`src/design/bsb_pkg.sv`:
```
// Shared constants and types for the branch, skip and bit execution slice.
`default_nettype none

package bsb_pkg;

	// ------------------------------------------------------------------
	// Widths
	// ------------------------------------------------------------------
	localparam int PC_W = 16;
	localparam int OFS_W = 12;

	// ------------------------------------------------------------------
	// Register map, byte addresses on the Wishbone bus
	// ------------------------------------------------------------------
	localparam logic [7:0] OFF_CTRL = 8'h00;
	localparam logic [7:0] OFF_FLAGS = 8'h04;
	localparam logic [7:0] OFF_STAT = 8'h08;
	localparam logic [7:0] OFF_COUNT = 8'h0C;
	localparam int CTRL_EN_BIT = 0;
	localparam int STAT_BUSY_BIT = 0;
	localparam int STAT_IOERR_BIT = 1;
	localparam logic CTRL_EN_RST = 1'b1;
	localparam logic [7:0] FLAGS_RST = 8'h00;

	// ------------------------------------------------------------------
	// Status flags register bit positions
	// ------------------------------------------------------------------
	localparam logic [2:0] FL_C = 3'h0;
	localparam logic [2:0] FL_Z = 3'h1;
	localparam logic [2:0] FL_N = 3'h2;
	localparam logic [2:0] FL_V = 3'h3;
	localparam logic [2:0] FL_S = 3'h4;
	localparam logic [2:0] FL_H = 3'h5;
	localparam logic [2:0] FL_T = 3'h6;
	localparam logic [2:0] FL_I = 3'h7;

	// ------------------------------------------------------------------
	// Cycle counts and limits
	// ------------------------------------------------------------------
	localparam logic [2:0] CYC_ONE = 3'h1;
	localparam logic [2:0] CYC_JUMP = 3'h2;
	localparam logic [2:0] CYC_CALL = 3'h3;
	localparam logic [2:0] CYC_RET = 3'h4;
	localparam logic [2:0] CYC_IOBIT = 3'h2;
	localparam logic [2:0] CYC_SKIP1 = 3'h2;
	localparam logic [2:0] CYC_SKIP2 = 3'h3;
	localparam logic [5:0] IO_BIT_LIMIT = 6'h1F;

	// ------------------------------------------------------------------
	// Operations issued by the decoder
	// ------------------------------------------------------------------
	typedef enum logic [5:0] {
		op_nop = 6'h00,
		op_clear_bits_immediate = 6'h01,
		op_test_sign_zero = 6'h02,
		op_zero_register = 6'h03,
		op_indirect_jump = 6'h04,
		op_indirect_subroutine_call = 6'h05,
		op_relative_jump = 6'h06,
		op_relative_subroutine_call = 6'h07,
		op_subroutine_exit = 6'h08,
		op_interrupt_exit = 6'h09,
		op_compare_skip_equal = 6'h0A,
		op_compare_immediate = 6'h0B,
		op_skip_reg_bit_clear = 6'h0C,
		op_skip_reg_bit_set = 6'h0D,
		op_skip_io_bit_clear = 6'h0E,
		op_skip_io_bit_set = 6'h0F,
		op_branch_flag_set = 6'h10,
		op_branch_flag_clear = 6'h11,
		op_branch_signed_ge = 6'h12,
		op_branch_signed_less = 6'h13,
		op_branch_unsigned_higher_same = 6'h14,
		op_branch_unsigned_lower = 6'h15,
		op_branch_half_carry_set = 6'h16,
		op_branch_half_carry_clear = 6'h17,
		op_branch_transfer_bit_set = 6'h18,
		op_branch_transfer_bit_clear = 6'h19,
		op_branch_overflow_set = 6'h1A,
		op_branch_overflow_clear = 6'h1B,
		op_branch_irq_enabled = 6'h1C,
		op_branch_irq_disabled = 6'h1D,
		op_set_io_bit = 6'h1E,
		op_clear_io_bit = 6'h1F,
		op_shift_left_logical = 6'h20,
		op_shift_right_logical = 6'h21
	} bsb_op_t;

	// Execution state, Gray coded.
	typedef enum logic [0:0] {
		st_idle = 1'b0,
		st_run = 1'b1
	} bsb_state_t;

endpackage : bsb_pkg

`default_nettype wire

```
`src/design/bsb_exec.sv`:
```
// Execution slice for logic tests, branches, skips, I/O bit ops and shifts.
//
// Added by the designer: the Wishbone register port and the register addresses.
`timescale 1ns/100ps
`default_nettype none

// Summary of operation
// - Bit clear immediate ANDs register with inverted constant; Z,N,V; one cycle.
// - Test ANDs register with itself, value kept; Z,N,V; one cycle.
// - Register clear XORs register with itself giving zero; Z,N,V; one cycle.
// - Indirect jump loads PC from Z pair, flags kept, two cycles.
// - Indirect call loads PC from Z pair, flags kept, three cycles.
// - Compare-skip on equal advances PC by 2 or 3; 1/2/3 cycles.
// - Compare immediate subtracts without writing; Z,N,V,C,H; one cycle.
// - Skip when selected register bit is 0; PC plus 2 or 3.
// - Skip when selected register bit is 1; flags kept.
// - I/O bit skips test an I/O bit for 0 or 1; 1/2/3 cycles.
// - Branch when chosen flag is 0 to PC+k+1; one or two cycles.
// - Branch when chosen flag is 1 to PC+k+1, else sequential.
// - Signed branches use N XOR V: 0 for ge, 1 for less.
// - Unsigned branches: same-or-higher on C=0, lower on C=1.
// - Half-carry branches taken on H=1 or H=0; one or two cycles.
// - Transfer-bit branches test T for 1 or 0; flags kept.
// - Overflow branches taken on V=1 or V=0 to PC+k+1.
// - Interrupt-state branches taken on I=1 or I=0; one or two cycles.
// - Set I/O bit forces one bit to 1 in two cycles.
// - Clear I/O bit forces one bit to 0 in two cycles.
// - Left shift moves bits up, loads 0 in bit 0; Z,C,N,V.
// - Right shift moves bits down, loads 0 in bit 7; Z,C,N,V.
// - I/O bit operations only reach I/O addresses up to 0x1F.
// - I/O set and clear touch only the addressed bit.
module bsb_exec (
	// Clock and reset
	input wire logic clk,
	input wire logic sys_rst,
	// Wishbone slave
	input wire logic wb_cyc,
	input wire logic wb_stb,
	input wire logic wb_we,
	input wire logic [7:0] wb_adr,
	input wire logic [3:0] wb_sel,
	input wire logic [31:0] wb_dat_wr,
	output logic [31:0] wb_dat_rd,
	output logic wb_ack,
	// Issue from the decoder
	input wire logic issue_valid,
	output logic issue_ready,
	input wire bsb_pkg::bsb_op_t issue_op,
	input wire logic [bsb_pkg::PC_W-1:0] issue_pc,
	input wire logic [7:0] rd_val,
	input wire logic [7:0] rr_val,
	input wire logic [7:0] imm_val,
	input wire logic [2:0] bit_sel,
	input wire logic [bsb_pkg::OFS_W-1:0] rel_offset,
	input wire logic next_two_word,
	input wire logic [bsb_pkg::PC_W-1:0] z_ptr,
	input wire logic [bsb_pkg::PC_W-1:0] stack_pc,
	input wire logic [5:0] io_addr,
	input wire logic [7:0] io_rd_val,
	// Completion toward the datapath
	output logic done,
	output logic [bsb_pkg::PC_W-1:0] pc_next,
	output logic [7:0] result,
	output logic result_we,
	output logic [7:0] flags,
	output logic stack_push,
	output logic [bsb_pkg::PC_W-1:0] push_pc,
	output logic stack_pop,
	output logic io_bit_we,
	output logic [4:0] io_bit_addr,
	output logic [2:0] io_bit_index,
	output logic io_bit_val
);

	// ------------------------------------------------------------------
	// State
	// ------------------------------------------------------------------
	typedef struct packed {
		bsb_pkg::bsb_state_t st;
		logic [2:0] cnt;
		logic done;
		logic ack;
		logic [31:0] rdat;
		logic ctrl_en;
		logic [7:0] status_flags_register;
		logic io_err;
		logic [15:0] retired;
		logic [bsb_pkg::PC_W-1:0] pc_next;
		logic [7:0] result;
		logic pend_rwe;
		logic pend_push;
		logic pend_pop;
		logic pend_io;
		logic [bsb_pkg::PC_W-1:0] push_pc;
		logic [4:0] io_addr;
		logic [2:0] io_idx;
		logic io_val;
	} bsb_regs_t;

	bsb_regs_t state_reg;
	bsb_regs_t state_next;
	logic accept;

	// Picks one bit of a byte; used for register, I/O and flag tests.
	function automatic logic bsb_bit(input logic [7:0] v, input logic [2:0] i);
		bsb_bit = v[i];
	endfunction : bsb_bit

	// Z, N and V after a logic operation; V always clears.
	function automatic logic [7:0] bsb_logic_flags(input logic [7:0] f,
			input logic [7:0] r);
		logic [7:0] o;
		o = f;
		o[bsb_pkg::FL_Z] = (r == 8'h00);
		o[bsb_pkg::FL_N] = r[7];
		o[bsb_pkg::FL_V] = 1'b0;
		bsb_logic_flags = o;
	endfunction : bsb_logic_flags

	// ------------------------------------------------------------------
	// Handshake and outputs
	// ------------------------------------------------------------------
	// Ready only when idle and enabled, so a disabled slice holds issue off.
	assign issue_ready = (state_reg.st == bsb_pkg::st_idle) && state_reg.ctrl_en;
	assign accept = issue_valid && issue_ready;
	assign wb_ack = state_reg.ack;
	assign wb_dat_rd = state_reg.rdat;
	assign done = state_reg.done;
	assign pc_next = state_reg.pc_next;
	assign result = state_reg.result;
	assign flags = state_reg.status_flags_register;
	assign push_pc = state_reg.push_pc;
	assign io_bit_addr = state_reg.io_addr;
	assign io_bit_index = state_reg.io_idx;
	assign io_bit_val = state_reg.io_val;
	// Side effects fire together with completion, not at issue.
	assign result_we = state_reg.done && state_reg.pend_rwe;
	assign stack_push = state_reg.done && state_reg.pend_push;
	assign stack_pop = state_reg.done && state_reg.pend_pop;
	assign io_bit_we = state_reg.done && state_reg.pend_io;

	// ------------------------------------------------------------------
	// Next state
	// ------------------------------------------------------------------
	// Decode, execute and register bus in one pass; the flag update by an
	// accepted instruction wins over a software write in the same cycle.
	always_comb begin
		logic [2:0] cyc;
		logic [bsb_pkg::PC_W-1:0] seq;
		logic [bsb_pkg::PC_W-1:0] rel;
		logic [bsb_pkg::PC_W-1:0] npc;
		logic [7:0] res;
		logic [7:0] fl;
		logic [8:0] diff;
		logic take;
		logic rwe;
		logic fupd;
		logic push;
		logic pop;
		logic iow;
		logic ioerr;
		logic io_ok;
		logic [7:0] sr;
		cyc = bsb_pkg::CYC_ONE;
		seq = issue_pc + 16'h0001;
		rel = issue_pc + {{(bsb_pkg::PC_W-bsb_pkg::OFS_W){rel_offset[11]}},
			rel_offset} + 16'h0001;
		npc = seq;
		res = rd_val;
		sr = state_reg.status_flags_register;
		fl = sr;
		diff = {1'b0, rd_val} - {1'b0, imm_val};
		take = 1'b0;
		rwe = 1'b0;
		fupd = 1'b0;
		push = 1'b0;
		pop = 1'b0;
		iow = 1'b0;
		ioerr = 1'b0;
		io_ok = ({1'b0, io_addr} <= {1'b0, bsb_pkg::IO_BIT_LIMIT});
		state_next = state_reg;
		state_next.done = 1'b0;

		unique case (issue_op)
			bsb_pkg::op_clear_bits_immediate: begin
				res = rd_val & ~imm_val;
				rwe = 1'b1;
				fupd = 1'b1;
				fl = bsb_logic_flags(sr, res);
			end
			bsb_pkg::op_test_sign_zero: begin
				res = rd_val & rd_val;
				fupd = 1'b1;
				fl = bsb_logic_flags(sr, res);
			end
			bsb_pkg::op_zero_register: begin
				res = rd_val ^ rd_val;
				rwe = 1'b1;
				fupd = 1'b1;
				fl = bsb_logic_flags(sr, res);
			end
			bsb_pkg::op_indirect_jump: begin
				npc = z_ptr;
				cyc = bsb_pkg::CYC_JUMP;
			end
			bsb_pkg::op_indirect_subroutine_call: begin
				npc = z_ptr;
				push = 1'b1;
				cyc = bsb_pkg::CYC_CALL;
			end
			bsb_pkg::op_relative_jump: begin
				npc = rel;
				cyc = bsb_pkg::CYC_JUMP;
			end
			bsb_pkg::op_relative_subroutine_call: begin
				npc = rel;
				push = 1'b1;
				cyc = bsb_pkg::CYC_CALL;
			end
			bsb_pkg::op_subroutine_exit, bsb_pkg::op_interrupt_exit: begin
				npc = stack_pc;
				pop = 1'b1;
				cyc = bsb_pkg::CYC_RET;
				if (issue_op == bsb_pkg::op_interrupt_exit) begin
					fupd = 1'b1;
					fl[bsb_pkg::FL_I] = 1'b1;
				end
			end
			bsb_pkg::op_compare_skip_equal: take = (rd_val == rr_val);
			bsb_pkg::op_compare_immediate: begin
				res = diff[7:0];
				fupd = 1'b1;
				fl[bsb_pkg::FL_Z] = (diff[7:0] == 8'h00);
				fl[bsb_pkg::FL_N] = diff[7];
				fl[bsb_pkg::FL_C] = diff[8];
				fl[bsb_pkg::FL_V] = (rd_val[7] & ~imm_val[7] & ~diff[7]) |
					(~rd_val[7] & imm_val[7] & diff[7]);
				fl[bsb_pkg::FL_H] = (~rd_val[3] & imm_val[3]) |
					(imm_val[3] & diff[3]) | (diff[3] & ~rd_val[3]);
			end
			bsb_pkg::op_skip_reg_bit_clear: take = !bsb_bit(rr_val, bit_sel);
			bsb_pkg::op_skip_reg_bit_set: take = bsb_bit(rr_val, bit_sel);
			bsb_pkg::op_skip_io_bit_clear: begin
				take = io_ok && !bsb_bit(io_rd_val, bit_sel);
				ioerr = !io_ok;
			end
			bsb_pkg::op_skip_io_bit_set: begin
				take = io_ok && bsb_bit(io_rd_val, bit_sel);
				ioerr = !io_ok;
			end
			bsb_pkg::op_branch_flag_set: take = bsb_bit(sr, bit_sel);
			bsb_pkg::op_branch_flag_clear: take = !bsb_bit(sr, bit_sel);
			bsb_pkg::op_branch_signed_ge:
				take = !(sr[bsb_pkg::FL_N] ^ sr[bsb_pkg::FL_V]);
			bsb_pkg::op_branch_signed_less:
				take = sr[bsb_pkg::FL_N] ^ sr[bsb_pkg::FL_V];
			bsb_pkg::op_branch_unsigned_higher_same:
				take = !sr[bsb_pkg::FL_C];
			bsb_pkg::op_branch_unsigned_lower: take = sr[bsb_pkg::FL_C];
			bsb_pkg::op_branch_half_carry_set: take = sr[bsb_pkg::FL_H];
			bsb_pkg::op_branch_half_carry_clear: take = !sr[bsb_pkg::FL_H];
			bsb_pkg::op_branch_transfer_bit_set: take = sr[bsb_pkg::FL_T];
			bsb_pkg::op_branch_transfer_bit_clear: take = !sr[bsb_pkg::FL_T];
			bsb_pkg::op_branch_overflow_set: take = sr[bsb_pkg::FL_V];
			bsb_pkg::op_branch_overflow_clear: take = !sr[bsb_pkg::FL_V];
			bsb_pkg::op_branch_irq_enabled: take = sr[bsb_pkg::FL_I];
			bsb_pkg::op_branch_irq_disabled: take = !sr[bsb_pkg::FL_I];
			bsb_pkg::op_set_io_bit, bsb_pkg::op_clear_io_bit: begin
				// A refused address still costs its two cycles but writes nothing.
				iow = io_ok;
				ioerr = !io_ok;
				cyc = bsb_pkg::CYC_IOBIT;
			end
			bsb_pkg::op_shift_left_logical: begin
				res = {rd_val[6:0], 1'b0};
				rwe = 1'b1;
				fupd = 1'b1;
				fl[bsb_pkg::FL_Z] = (res == 8'h00);
				fl[bsb_pkg::FL_C] = rd_val[7];
				fl[bsb_pkg::FL_N] = res[7];
				fl[bsb_pkg::FL_V] = res[7] ^ rd_val[7];
			end
			bsb_pkg::op_shift_right_logical: begin
				res = {1'b0, rd_val[7:1]};
				rwe = 1'b1;
				fupd = 1'b1;
				fl[bsb_pkg::FL_Z] = (res == 8'h00);
				fl[bsb_pkg::FL_C] = rd_val[0];
				fl[bsb_pkg::FL_N] = 1'b0;
				fl[bsb_pkg::FL_V] = rd_val[0];
			end
			default: cyc = bsb_pkg::CYC_ONE;
		endcase

		// Skips and branches share one shape: cycles follow the step taken.
		if (issue_op >= bsb_pkg::op_branch_flag_set &&
				issue_op <= bsb_pkg::op_branch_irq_disabled) begin
			npc = take ? rel : seq;
			cyc = take ? bsb_pkg::CYC_JUMP : bsb_pkg::CYC_ONE;
		end else if (issue_op == bsb_pkg::op_compare_skip_equal ||
				(issue_op >= bsb_pkg::op_skip_reg_bit_clear &&
				issue_op <= bsb_pkg::op_skip_io_bit_set)) begin
			cyc = !take ? bsb_pkg::CYC_ONE :
				(next_two_word ? bsb_pkg::CYC_SKIP2 : bsb_pkg::CYC_SKIP1);
			npc = issue_pc + {13'h0000, cyc};
		end

		// Wishbone: ack one cycle after the request, then drop it.
		state_next.ack = wb_cyc && wb_stb && !state_reg.ack;
		if (wb_cyc && wb_stb && !state_reg.ack && !wb_we) begin
			unique case (wb_adr)
				bsb_pkg::OFF_CTRL: state_next.rdat = {31'h0, state_reg.ctrl_en};
				bsb_pkg::OFF_FLAGS: state_next.rdat = {24'h0, state_reg.status_flags_register};
				bsb_pkg::OFF_STAT: state_next.rdat = {30'h0, state_reg.io_err,
					state_reg.st == bsb_pkg::st_run};
				bsb_pkg::OFF_COUNT: state_next.rdat = {16'h0, state_reg.retired};
				default: state_next.rdat = 32'h0;
			endcase
		end
		// Writes take effect at the edge where the master sees ack.
		if (wb_cyc && wb_stb && state_reg.ack && wb_we && wb_sel[0]) begin
			unique case (wb_adr)
				bsb_pkg::OFF_CTRL: state_next.ctrl_en = wb_dat_wr[bsb_pkg::CTRL_EN_BIT];
				bsb_pkg::OFF_FLAGS: state_next.status_flags_register = wb_dat_wr[7:0];
				bsb_pkg::OFF_STAT:
					if (wb_dat_wr[bsb_pkg::STAT_IOERR_BIT]) state_next.io_err = 1'b0;
				default: state_next.ctrl_en = state_reg.ctrl_en;
			endcase
		end

		// Sequencer: one-cycle ops finish at once, others count down.
		if (accept) begin
			state_next.pc_next = npc;
			state_next.result = res;
			state_next.pend_rwe = rwe;
			state_next.pend_push = push;
			state_next.pend_pop = pop;
			state_next.pend_io = iow;
			state_next.push_pc = seq;
			state_next.io_addr = io_addr[4:0];
			state_next.io_idx = bit_sel;
			state_next.io_val = (issue_op == bsb_pkg::op_set_io_bit);
			if (fupd) begin
				state_next.status_flags_register = fl;
			end
			if (ioerr) begin
				state_next.io_err = 1'b1;
			end
			if (cyc == bsb_pkg::CYC_ONE) begin
				state_next.done = 1'b1;
			end else begin
				state_next.st = bsb_pkg::st_run;
				state_next.cnt = cyc - 3'h1;
			end
		end else if (state_reg.st == bsb_pkg::st_run) begin
			state_next.cnt = state_reg.cnt - 3'h1;
			if (state_reg.cnt == 3'h1) begin
				state_next.done = 1'b1;
				state_next.st = bsb_pkg::st_idle;
			end
		end
		if (state_reg.done) begin
			state_next.retired = state_reg.retired + 16'h0001;
		end
	end

	// ------------------------------------------------------------------
	// State register
	// ------------------------------------------------------------------
	// Synchronous reset clears every field, then restores the enable.
	always_ff @(posedge clk) begin
		if (sys_rst) begin
			state_reg <= '0;
			state_reg.ctrl_en <= bsb_pkg::CTRL_EN_RST;
			state_reg.status_flags_register <= bsb_pkg::FLAGS_RST;
		end else begin
			state_reg <= state_next;
		end
	end
endmodule : bsb_exec

`default_nettype wire

```
`config.mk`:
```
export PLATFORM = sky130hd
export DESIGN_NAME = bsb_exec
export DESIGN_NICKNAME = d
export VERILOG_FILES = /design/src/design/bsb_pkg.sv /design/src/design/bsb_exec.sv
export SDC_FILE = /design/constraint.sdc
export NUM_CORES = 1
export LEC_CHECK = 0
export ABC_AREA = 0
export BUFFER_PORTS_ARGS = -buffer_cell sky130_fd_sc_hd__buf_2
export CORE_ASPECT_RATIO = 0.8
export CORE_MARGIN = 2
export CORE_UTILIZATION = 50
export CTS_CLUSTER_DIAMETER = 60
export CTS_CLUSTER_SIZE = 14
export DETAILED_ROUTE_END_ITERATION = 16
export PLACE_DENSITY = 0.78
export SYNTH_ARGS = -nofsm -noshare
export SYNTH_HDL_FRONTEND = slang
export SYNTH_SLANG_ARGS = --single-unit
```
`constraint.sdc`:
```
create_clock -name clk -period 5 [get_ports clk]
set_clock_uncertainty 0.2 [all_clocks]
set_input_delay 0.25 -clock clk [delete_from_list [all_inputs] [get_ports clk]]
set_output_delay 0.25 -clock clk [all_outputs]
set_load 0.02 [all_outputs]
```
==> reports/results.ini <==
[run_status]
status=completed

[yosys]
ys.warnings.count=0
synth-xor-area-share=0.0664
seq_area_frac_synth=0.243
synth_area_leader_cell=dfxtp_1
synth_top_family_by_area=compound AO/OA/AOI/OAI gates
synth_common_cells=126 x nor2_1, 102 x nand2_1, 101 x dfxtp_1, 89 x buf_4, 65 x a21oi_1
synth_area_per_cell_um2=7.61
synth_seq_cells=101
synthFlopType=dfxtp_1
synth-simple-area-share=0.212
ys_types=74
synthCells=1091
synth_area_leaders=dfxtp_1 24%, buf_4 8.0%, nor2_1 5.7%, ha_1 5.3%, nand2_1 4.6%
synth_edf_count=0
netlist_area_um2=8300
synth.most_common_cell=nor2_1
async_flop_share=0
synthMuxAreaShare=0.0625
netlist.area_leader.share=0.243
synth_compound_area_frac=0.224
synth_fa_ha_area_frac=0.0625

[flow_run]
drv_cap=0

[clocking]
root_buffer=clkbuf_16
cts_resized=0
clk_latency_ns=0.35
cts.reportedPaths.clkPinSlew_ns=0.08
clock_path_buffers=2
htreeDepth=3
cts_tree=done
holdBufCountCts=13
post_cts_buffers=0
cts_buffers=9
cts.sinks=101

[pwr]
power_leakage_uw=0.00396
powerDensity_nw_per_um2=244
p_sw_uw=782
clkPwrFrac=0.307
p_comb_frac=0.303
irDropWorstVdd_mv=0.161
swShare=0.345
power_frac_seq=0.390
p_int_uw=1480

[critical_path]
arrival_ns=4.11
cp-end-kind=flop
cpMostUsedCell=ha_1
r2r-end=pc_next[12]
startpoint_type=flop
r2r-start=flags[0]
crit_chain=mux4_2, mux2i_1, xnor2_1, a22o_4, or3_1, nand2b_1, ha_1, ha_1, inv_1, a2111oi_1, xor2_1, a221oi_1, a211oi_1
timing.critical_path.buf_inv=1
slowest_delay_ns=0.48
reg2reg_depth=13
critical_path.top_delay_family=compound AO/OA/AOI/OAI gates
crit_path_top_delay_cell=mux4_2
path_class=reg -> reg
ff2ff_setup_slack_ns=0.91
crit_fanout=7
required_ns=5.02

[floorplanning]
core-area_um2=16400
core.rowCount=42
initial_core_util=0.506
num_io_pins=254
die_h_um=119
dieArea_um2=17700
fp.dieW_um=148

[finish]
nets=1389
seqCellArea_um2=2020
drive_gt1_frac=0.225
stdcell_area_um2=9260
largest_register_ffs=26
multiInputGateArea_um2=5280
area_growth_pct=11.5
fillCellCount=1594

[placed_design]
portBuffers=210
place_area_um2=8830
hpwl_um=19100
gp_congestion=0.987

[sta]
post-route-period-util=0.817
max_freq_mhz=245
period_needed_ns=4.09
finalHoldViolCount=0
worst_slew_pin_slew_ns=0.942
final-setup-viol-count=0
rsz0062_at_grt=no
slew-limit-headroom=0.370
slew_violations=0
tns_ns=0

[global_route]
grt_use_total=0.285
antenna_found_initial=2
grt_pass1_vias=7765
grt_overflow_total=0
grt_pass1_wl_um=40200
grt_max_degree=54

[routing]
drt-total-wl_um=25600
met3_length_um=2810
drtIter0Drc=1005
wire_per_inst_um=18.1
drc=0
m1WireLength_um=11100
drtPass1Iterations=6
num_vias=8423
ant_nets=0
highest_layer=met4
vias_per_cell=5.93
met2_length_um=11100

[worst_hold_path]
hold_path_depth=3
hold_class=in -> reg
hold_end=flags[1]
holdCritStartpoint=wb_dat_wr[1]

[kinds of logic after synthesis]
family / after synthesis
compound gates: 272
other cells: 1
xor+xnor: 63
mux: 42
flops: 101
buf+inv: 190
simple gates: 382
fa+ha+maj: 40
[area by class of cell]
| cell class | instances | area share |
|---|---|---|
| Antenna cell | 2 | 0.000540 |
| Clock buffer | 11 | 0.0273 |
| Clock inverter | 5 | 0.00459 |
| Inverter | 32 | 0.0130 |
| Multi-Input combinational cell | 815 | 0.570 |
| Sequential cell | 101 | 0.218 |
| Tap cell | 220 | 0.0297 |
| Timing Repair Buffer | 234 | 0.137 |
[metrics by stage]
step	total power [uW]	std cells	hold WS (ns)	worst slack, ns	util
after floorplan	1400	1106	0.146	0.987	-
final	2260	1420	0.0167	0.913	0.565
after CTS	2270	1418	0.00747	0.937	0.565
after global routing	2380	1420	0.0167	0.651	0.565
after global placement	1550	1389	0.238	0.802	0.539
after detailed placement	1560	1389	0.245	0.713	0.539
[worst max path at each step]
stage,startpoint,end,slack (ns),cells after the start
5_1_grt,flags[2],pc_next[12],0.65,13
3_5_place_dp,bit_sel[0],pc_next[12],0.71,14
4_1_cts,flags[0],pc_next[12],0.94,13
2_1_floorplan,bit_sel[1],pc_next[12],0.99,16
3_3_place_gp,bit_sel[1],pc_next[12],0.80,14
6_report,flags[0],pc_next[12],0.91,13
[worst min-delay path: cells and delay by family]
kind / cells / cell delay, ns
buf+inv: 1 / 0.11
simple gates: 2 / 0.17
[placed cells by master (no fill, tap or decap), types with 6 or more instances in the layout]
master,netlist,routed
nor2_1,126,126
o31ai_1,6,6
o211ai_1,8,8
nand4_1,11,11
and2_1,8,7
nor4_1,7,7
nor3_1,39,39
o221ai_1,6,6
a31oi_1,8,8
a221oi_1,10,10
dlygate4sd3_1,0,13
nor2b_1,9,9
nand2b_1,12,12
conb_1,1,16
or3_1,9,9
a221o_1,8,8
xor2_1,25,25
clkbuf_16,0,9
o21a_1,6,6
buf_2,4,209
mux2_2,9,9
mux4_2,7,7
a211oi_1,21,21
nand2_1,102,102
o21ai_0,51,51
buf_4,89,12
a22oi_1,26,26
xnor2_1,38,38
inv_1,32,32
dfxtp_1,101,101
a21oi_1,65,65
ha_1,35,35
nand3_1,32,32
and3_1,13,13
mux2i_1,26,26
[layer usage]
layer  global-route usage  vias to the layer above
li1                     -                     4011
met3               0.0670                       51
met2                0.437                      483
met1                0.399                     3878
met4               0.0833                        0
met5                    0                        -
[power by group through the flow]
stage | Sequential, uW | Combinational [uW] | Clock, uW
after floorplan | 888 | 517 | 0
after global placement | 898 | 654 | 0
after detailed placement | 900 | 663 | 0
after CTS | 881 | 673 | 712
after global routing | 887 | 748 | 746
final | 882 | 686 | 696
Note: power is estimated with default switching activity, not from simulation.
